## src/pkg/pwdt_params.svh

```systemverilog
// Constants for the program watchdog timer
`ifndef PWDT_PARAMS_SVH
`define PWDT_PARAMS_SVH
`define PWDT_CNT_W        15
`define PWDT_CNT_RESET    15'h7FFF
`define PWDT_PRE_W        7
`define PWDT_DIV16_LAST   7'h0F
`define PWDT_DIV128_LAST  7'h7F
`define PWDT_REFRESH_ARM  8'h00
`define PWDT_REFRESH_FIRE 8'hFF
`define PWDT_ERASED_OPT   8'hFF
`define PWDT_OPT_AUTOSTART 0
`define PWDT_OPT_VMON0    2
`define PWDT_OPT_VMON1    3
`endif

```

## src/pkg/pwdt_pkg.sv

```systemverilog
// Types shared by the program watchdog timer
package pwdt_pkg;
	typedef struct packed {
		logic       prescalerSelect; // 1: divide by 128
		logic       underflowAction; // 1: reset, 0: interrupt
		logic       protectMode;     // Low-speed source, always reset
	} pwdt_ctrl_t;
	typedef struct packed {
		logic       refreshWr;
		logic [7:0] refreshData;
		logic       startWr;
	} pwdt_wr_t;
	typedef enum logic [1:0] {PWDT_STOPPED, PWDT_RUNNING} pwdt_state_t;
endpackage

```

## src/design/pwdt_tick_gen.sv

```systemverilog
// Prescaler producing one tick per 16 or 128 count-source edges
`timescale 1ns/10ps
`default_nettype none
`include "pwdt_params.svh"
module pwdt_tick_gen (
	input  wire logic clk,        // System clock
	input  wire logic rst_b,      // Async reset, active low
	input  wire logic srcEdge,    // Count-source edge
	input  wire logic enable,     // Prescaler running
	input  wire logic divSel,     // 1: divide by 128
	output logic      tick        // One-cycle tick
);
	logic [`PWDT_PRE_W-1:0] phase;
	logic [`PWDT_PRE_W-1:0] lastVal;
	assign lastVal = divSel ? `PWDT_DIV128_LAST : `PWDT_DIV16_LAST;
	// Phase cleared only by reset or its own wrap at the last value, never by a refresh
	always_ff @(posedge clk or negedge rst_b) begin
		if (!rst_b) begin
			phase <= '0;
		end else if (enable && srcEdge) begin
			phase <= (phase[3:0] == 4'hF && !divSel) || phase == lastVal
				? '0 : phase + 7'h01;
		end
	end
	assign tick = enable && srcEdge && (divSel ? phase == lastVal
		: phase[3:0] == 4'hF);
endmodule
`default_nettype wire

```

## src/design/pwdt_watchdog.sv

```systemverilog
// Program watchdog timer top
//
// Notes on behaviour
// - Fifteen-bit counter decrements once per prescaled tick.
// - Protect mode selects low-speed oscillator, otherwise CPU clock.
// - Counter auto-starts after reset or waits for start register write.
// - Reset, underflow, or 00h then FFh refresh reload the counter.
// - Stop and wait halt counting only without protect mode.
// - Underflow raises interrupt or reset; protect mode forces reset.
// - Erased option byte reads FFh, all options inactive.
// - Voltage-monitor reset enables latch only at hardware reset.
// - Prescaler divides by 16 or 128 per select bit.
// - Underflow action bit 0 gives interrupt, 1 gives reset.
// - Auto-start option 1 keeps counter stopped, 0 starts it.
// - Refresh reloads counter to 7FFFh but not prescaler phase.
`timescale 1ns/10ps
`default_nettype none
`include "pwdt_params.svh"
module pwdt_watchdog
	import pwdt_pkg::*;
(
	input  wire logic               clk,         // CPU clock, 125 MHz
	input  wire logic               rst_b,       // Async reset, active low
	input  wire logic               hwReset,     // Pulse: hardware reset seen
	input  wire logic               lowOscEdge,  // Low-speed osc edge strobe
	input  wire logic               cpuClkEn,    // CPU clock is running
	input  wire logic               lowPower,    // Stop or wait mode
	input  wire logic               flashErased, // Option block erased
	input  wire logic [7:0]         optionByte,  // Option byte contents
	input  wire pwdt_pkg::pwdt_ctrl_t ctrl,      // Control bits
	input  wire pwdt_pkg::pwdt_wr_t wr,          // Register writes
	output logic [14:0]             count,       // Counter value
	output logic                    running,     // Counter running
	output logic                    wdtIrq,      // Interrupt pulse
	output logic                    wdtReset,    // Reset request pulse
	output logic                    vmon0ResetEn,// Voltage monitor 0 enable
	output logic                    vmon1ResetEn // Voltage monitor 1 enable
);
	import pwdt_pkg::*;
	pwdt_state_t state;
	logic        armed;
	logic        srcEdge;
	logic        tick;
	logic        refresh;
	logic        underflow;
	logic [7:0]  opt;

	// Option bits are active low: 0 enables the feature
	function automatic logic optOn(input logic [7:0] o,
		input int unsigned pos);
		return !o[pos];
	endfunction

	assign opt = flashErased ? `PWDT_ERASED_OPT : optionByte;
	// Protect mode ignores low power; CPU source halts in it
	assign srcEdge = ctrl.protectMode ? lowOscEdge
		: (cpuClkEn && !lowPower);
	assign refresh = wr.refreshWr && armed
		&& wr.refreshData == `PWDT_REFRESH_FIRE;
	assign underflow = tick && count == '0;

	pwdt_tick_gen u_tick (
		.clk     (clk),
		.rst_b   (rst_b),
		.srcEdge (srcEdge),
		.enable  (state == PWDT_RUNNING),
		.divSel  (ctrl.prescalerSelect),
		.tick    (tick)
	);

	// Start state taken one cycle after reset release from option byte
	logic startSampled;
	always_ff @(posedge clk or negedge rst_b) begin
		if (!rst_b) begin
			state <= PWDT_STOPPED;
			startSampled <= 1'b0;
		end else begin
			startSampled <= 1'b1;
			case (state)
			PWDT_STOPPED: begin
				if ((!startSampled && optOn(opt, `PWDT_OPT_AUTOSTART))
					|| wr.startWr) begin
					state <= PWDT_RUNNING;
				end
			end
			PWDT_RUNNING: state <= PWDT_RUNNING;
			default: state <= PWDT_STOPPED;
			endcase
		end
	end

	always_ff @(posedge clk or negedge rst_b) begin
		if (!rst_b) begin
			armed <= 1'b0;
		end else if (wr.refreshWr) begin
			armed <= wr.refreshData == `PWDT_REFRESH_ARM;
		end
	end

	always_ff @(posedge clk or negedge rst_b) begin
		if (!rst_b) begin
			count <= `PWDT_CNT_RESET;
		end else if (refresh || underflow) begin
			count <= `PWDT_CNT_RESET;
		end else if (tick) begin
			count <= count - 15'h0001;
		end
	end

	// Separate flops per output keep each pulse traceable to one cause
	always_ff @(posedge clk or negedge rst_b) begin
		if (!rst_b) begin
			running <= 1'b0;
		end else begin
			running <= state == PWDT_RUNNING;
		end
	end

	always_ff @(posedge clk or negedge rst_b) begin
		if (!rst_b) begin
			wdtIrq <= 1'b0;
		end else begin
			wdtIrq <= underflow && !ctrl.protectMode
				&& !ctrl.underflowAction;
		end
	end

	always_ff @(posedge clk or negedge rst_b) begin
		if (!rst_b) begin
			wdtReset <= 1'b0;
		end else begin
			wdtReset <= underflow && (ctrl.protectMode
				|| ctrl.underflowAction);
		end
	end

	// Enables are 1 when option bit is 0; latched only on hardware reset
	always_ff @(posedge clk or negedge rst_b) begin
		if (!rst_b) begin
			vmon0ResetEn <= 1'b0;
			vmon1ResetEn <= 1'b0;
		end else if (hwReset) begin
			vmon0ResetEn <= optOn(opt, `PWDT_OPT_VMON0);
			vmon1ResetEn <= optOn(opt, `PWDT_OPT_VMON1);
		end
	end
endmodule
`default_nettype wire

```

## config.mk

```make
export PLATFORM = sky130hd
export DESIGN_NAME = pwdt_watchdog
export DESIGN_NICKNAME = d
export VERILOG_FILES = /design/src/pkg/pwdt_pkg.sv /design/src/design/pwdt_tick_gen.sv /design/src/design/pwdt_watchdog.sv
export VERILOG_INCLUDE_DIRS = /design/src /design/src/pkg
export SDC_FILE = /design/constraint.sdc
export NUM_CORES = 1
export LEC_CHECK = 0
export ABC_CLOCK_PERIOD_IN_PS = 2300
export BUFFER_PORTS_ARGS = -buffer_cell sky130_fd_sc_hd__clkbuf_2
export CAP_MARGIN = 5
export CORE_ASPECT_RATIO = 1.5
export CORE_UTILIZATION = 51
export DETAILED_ROUTE_END_ITERATION = 8
export GPL_ROUTABILITY_DRIVEN = 1
export PLACE_DENSITY = 0.87
export SLEW_MARGIN = 20
export SYNTH_ARGS = -nofsm -noshare
export SYNTH_HDL_FRONTEND = slang
export SYNTH_SLANG_ARGS = --single-unit
export TNS_END_PERCENT = 10
```

## constraint.sdc

```tcl
create_clock -name clk -period 2.3 [get_ports clk]
set_input_delay 0.46 -clock clk [delete_from_list [all_inputs] [get_ports clk]]
set_output_delay 0.46 -clock clk [all_outputs]
set_load 0.01 [all_outputs]
```

# Word level (Yosys, flattened, before mapping)
# Index checks and enable logic that the tools add are counted.
# classes
eq_ne	5
n_addsub	2
reduce_logical	27
n_mux	9
# op_table
cell	n
$mux W15	2
$logic_not A15 Y1	1
$sub A15 B1 Y15 const B	1
$mux W7	2
$logic_and A1 B1 Y1	11
$eq A8 B8 Y1 const B	1
$logic_not A1 Y1	8
$logic_not A8 Y1	1
$add A7 B1 Y7 const B	1
$eq A7 B7 Y1	1
$eq A4 B4 Y1 const B	1
$logic_or A1 B1 Y1	4
$mux W4	1
$pmux W2 S2	1
$eq A2 B1 Y1 const B	1
$logic_not A2 Y1	1
$mux W1	2
$mux W2	1
$ne A2 B2 Y1 const B	1
$reduce_bool A2 Y1	1
# word_totals
output_inout_bits	20
input_bits	28
word_cells	53
ff_bits	31

# Logic depth before layout (Yosys ltp)
# logic_depth
depth_word	8
depth_mapped	7
ltp_nobuf	6

# Cells and area by module
# Synthesis repeated with hierarchy kept, for this count alone.
# hier_totals
cells_unflattened	147
area_unflattened_um2	1512.7
# by_module_without_submodules
module	area_per_inst_um2	seq_area_each_um2	instances	cells_per_inst
pwdt_watchdog	1163.6	594.3	1	110
pwdt_tick_gen	349.1	175.2	1	37

# Worst setup path after synthesis
# Ideal clock, no wire load.
# synth_path
path_type	register to register
startpoint	register count[0]
endpoint	register count[10]
path_stages_with_launch	7
setup_time_ns	0.081
arrival_ns	1.847
period_less_slack_ns	1.928
setup_slack_ns	0.372
required_time_ns	2.219
path_buffers	0
cell_sequence	dfstp_2 -> inv_1 -> ha_1 -> or4b_2 -> nor4_4 -> and3b_1 -> a32oi_1
# synth_via
elab_chain_len	4
word_cells_on_any_way	7
classes_between	1 x add/sub; 2 x mux; 4 x reduce/logical
# synth_rtl
element	line	text
start: declaration	pwdt_watchdog.sv:32	output logic [14:0] count,
start signal: assignment	pwdt_watchdog.sv:102	count <= `PWDT_CNT_RESET;
start signal: assignment	pwdt_watchdog.sv:104	count <= `PWDT_CNT_RESET;
start signal: assignment	pwdt_watchdog.sv:106	count <= count - 15'h0001;
parallel branches: the longest is 4 deep, another holds $sub A15 B1 Y15	-	
# Parallel ways; which one is timed is not known. The select of a mux whose other input is x is not followed.
# A chain may end at the register's enable or synchronous reset.

# Final worst setup path
# layout_path
startpoint	register count[0]
endpoint	register count[3]
# The elaborated chain is that of the path after synthesis.

==> qor.csv <==
metric,value,unit
syn_nets,210,
grtUsageMet2,45.7,%
ys_seq_area_share,45.6,%
ys_warn_count,0,
worstPathCellList,"inv_1, ha_1, or4b_2, nor4_4, buf_4, nor3_1, o31ai_1",
io_pins,48,
grtUsageMet3,5.03,%
cts_tree,built,
finalHoldViolCount,0,
critical_path_required,2490,ps
clock-sinks,30,
final_core_util,65.4,%
drtIter0Drc,59,
antenna_found_initial,0,
period_share,93.2,%
grt_pass1_vias,1506,
fillers,272,
p_leak,0.000914,uW
vias,1601,
die_w,49.0,um
powerDensity,1240,nW/um2
synthCells,179,
syn2layout_area_growth,22.3,%
cp_max_fo,7,
end_kind,register,
finalSetupViolCount,0,
ir_worst_vdd,0.779,mV
dp.cells,260,
start_kind,register,
nNetsFinal,258,
cpPeakStageDelay,620,ps
syn_area_per_cell,9.44,um2
use_met1,26.1,%
fin_cells,268,
top_usage_layer,met2,
hold_ws,225,ps
fp.dieH,72.5,um
initial_core_util,53.5,%
crit_buf_inv,2,
die_area,3550,um2
diodes,0,
viasPerCell,5.97,
cts_resized,0,
netlist.area_leader.share,23.3,%
drive_gt1_share,35.5,%
fin_skew,5.34,ps
clk_pin_slew,60,ps
grt_max_degree,31,
final_common_cell,clkbuf_2,
wl,3.85,mm
post_cts_buffers,0,
worst_pin_slew,731,ps
detailed_place_hpwl,2.84,mm
port_buffers,42,
cts_inserted_buffers,5,
maxSlewViolCount,0,
min_path_type,in2async,
cap_violations,0,
grt_use_total,24.7,%
synth_cell_types,50,
rsz0062_at_grt,no,
insertion_delay,290,ps
synthFlopType,dfstp_2,
synth_area,1690,um2
postRouteAntennaNets,0,
slew_headroom,51.3,%
finalCriticalPeriod,2140,ps
status,finished clean,
wire_per_inst,14.4,um
gp_congestion,0.886,
final_cell_mix,"clkbuf_2, nor2_1, o21ai_0, dfrtp_1, dfstp_2",
cp_top_family,simple AND/OR/NAND/NOR gates,
first_pass_iters,4,
async_reset_ff_share,100,%
rows,25,
ff_latch_area,769,um2
clock-root-buffer,clkbuf_8,
h-tree-depth,2,
critPathArrivalTime,2340,ps
cts_max_path_buffers,2,
synthTopCellsByArea,"dfstp_2, dfrtp_1, nor2_1",
synth_edf_count,0,
grt_pass1_wl,6.58,mm
fmax,0.466,GHz
core_area,3160,um2
synth_area_leader_cell,dfstp_2,
route.detailed.drc,0,
gr-total-overflow,0,
multi_input_area,858,um2
setup_tns,0,ps
critical_path_class,reg2reg,
synth_seq_cells,30,
slowest_stage,or4b_2,
cts-hold-fix-buffers,0,
## final timing paths
path | cells after the start | slack (ps) | start | to
min in group clk | 2 | 350 | ctrl[1] | wdtIrq
setup reg to reg | 7 | 160 | count[0] | count[3]
hold reg to reg | 0 | 510 | state[0] | running
hold / removal | 1 | 220 | rst_b | u_tick.phase[3]
setup / recovery | 7 | 160 | count[0] | count[3]
max in group asynchronous | 1 | 1610 | rst_b | u_tick.phase[2]
## layer usage
metal / vias to the layer above / routed length [um]
met5: - / 0
met4: 0 / 104
met3: 9 / 174
met2: 50 / 2090
met1: 771 / 1480
li1: 771 / -
## cells in the mapped netlist (3+ instances only)
master and instances:
nor2_1 20, dfrtp_1 15, dfstp_2 15, o21ai_0 15, nand3_1 10, nand2_1 9, nor3_1 8, inv_1 6
a21oi_1 5, a2bb2oi_1 5, nor4_1 5, and4_1 4, clkbuf_1 4, and2_1 3, ha_1 3, nand4_1 3
o21ai_1 3, or3_1 3, or4_1 3
## metrics by stage
step	setup WS (ps)	area, um2	power, uW
2_1_floorplan	372	1690	1710
3_3_place_gp	230	1960	2020
3_5_place_dp	182	1960	2060
4_1_cts	159	2070	2570
5_1_grt	92.9	2070	2750
6_report	156	2070	2560
## area by class of cell
class                   count  share of cell area [%]
repair buffers             48                    12.4
well taps                  40                    2.42
flip-flops and latches     30                    37.3
inverters                   6                    1.09
multi-input cells         136                    41.6
clock buffers               8                    5.33
## where the power goes
group | leakage [uW] | switching (uW) | internal (uW)
Combinational | 0.000519 | 601 | 507
Clock | 0.0000575 | 199 | 302
Sequential | 0.000337 | 204 | 752
Total | 0.000914 | 1000 | 1560
## state kept, by name (all words and copies together) (netlist names)
register      flops
vmon0ResetEn      1
running           1
wdtReset          1
wdtIrq            1
state             1
armed             1
count            15
vmon1ResetEn      1
u_tick.phase      7
startSampled      1
## kinds of logic (layout without fill, tap and decap cells)
family | after synthesis | count (layout) | synth area share [%]
AO/OA/AOI/OAI | 41 | 41 | 15.6
XOR/XNOR | 3 | 3 | 1.56
adder cells (fa/ha/maj) | 3 | 3 | 2.22
buffers and inverters | 13 | 62 | 3.63
flip-flops | 30 | 30 | 45.6
multiplexers | 2 | 2 | 1.33
other | 1 | 1 | 0.222
AND/OR/NAND/NOR | 86 | 86 | 29.9
## worst reg2reg max path: stages (launching register included)
cell and delay [ps]:
dfstp_2 390, inv_1 100, ha_1 140, or4b_2 620
nor4_4 270, buf_4 220, nor3_1 60, o31ai_1 260
No activity file was read; power rests on OpenSTA's default activity.
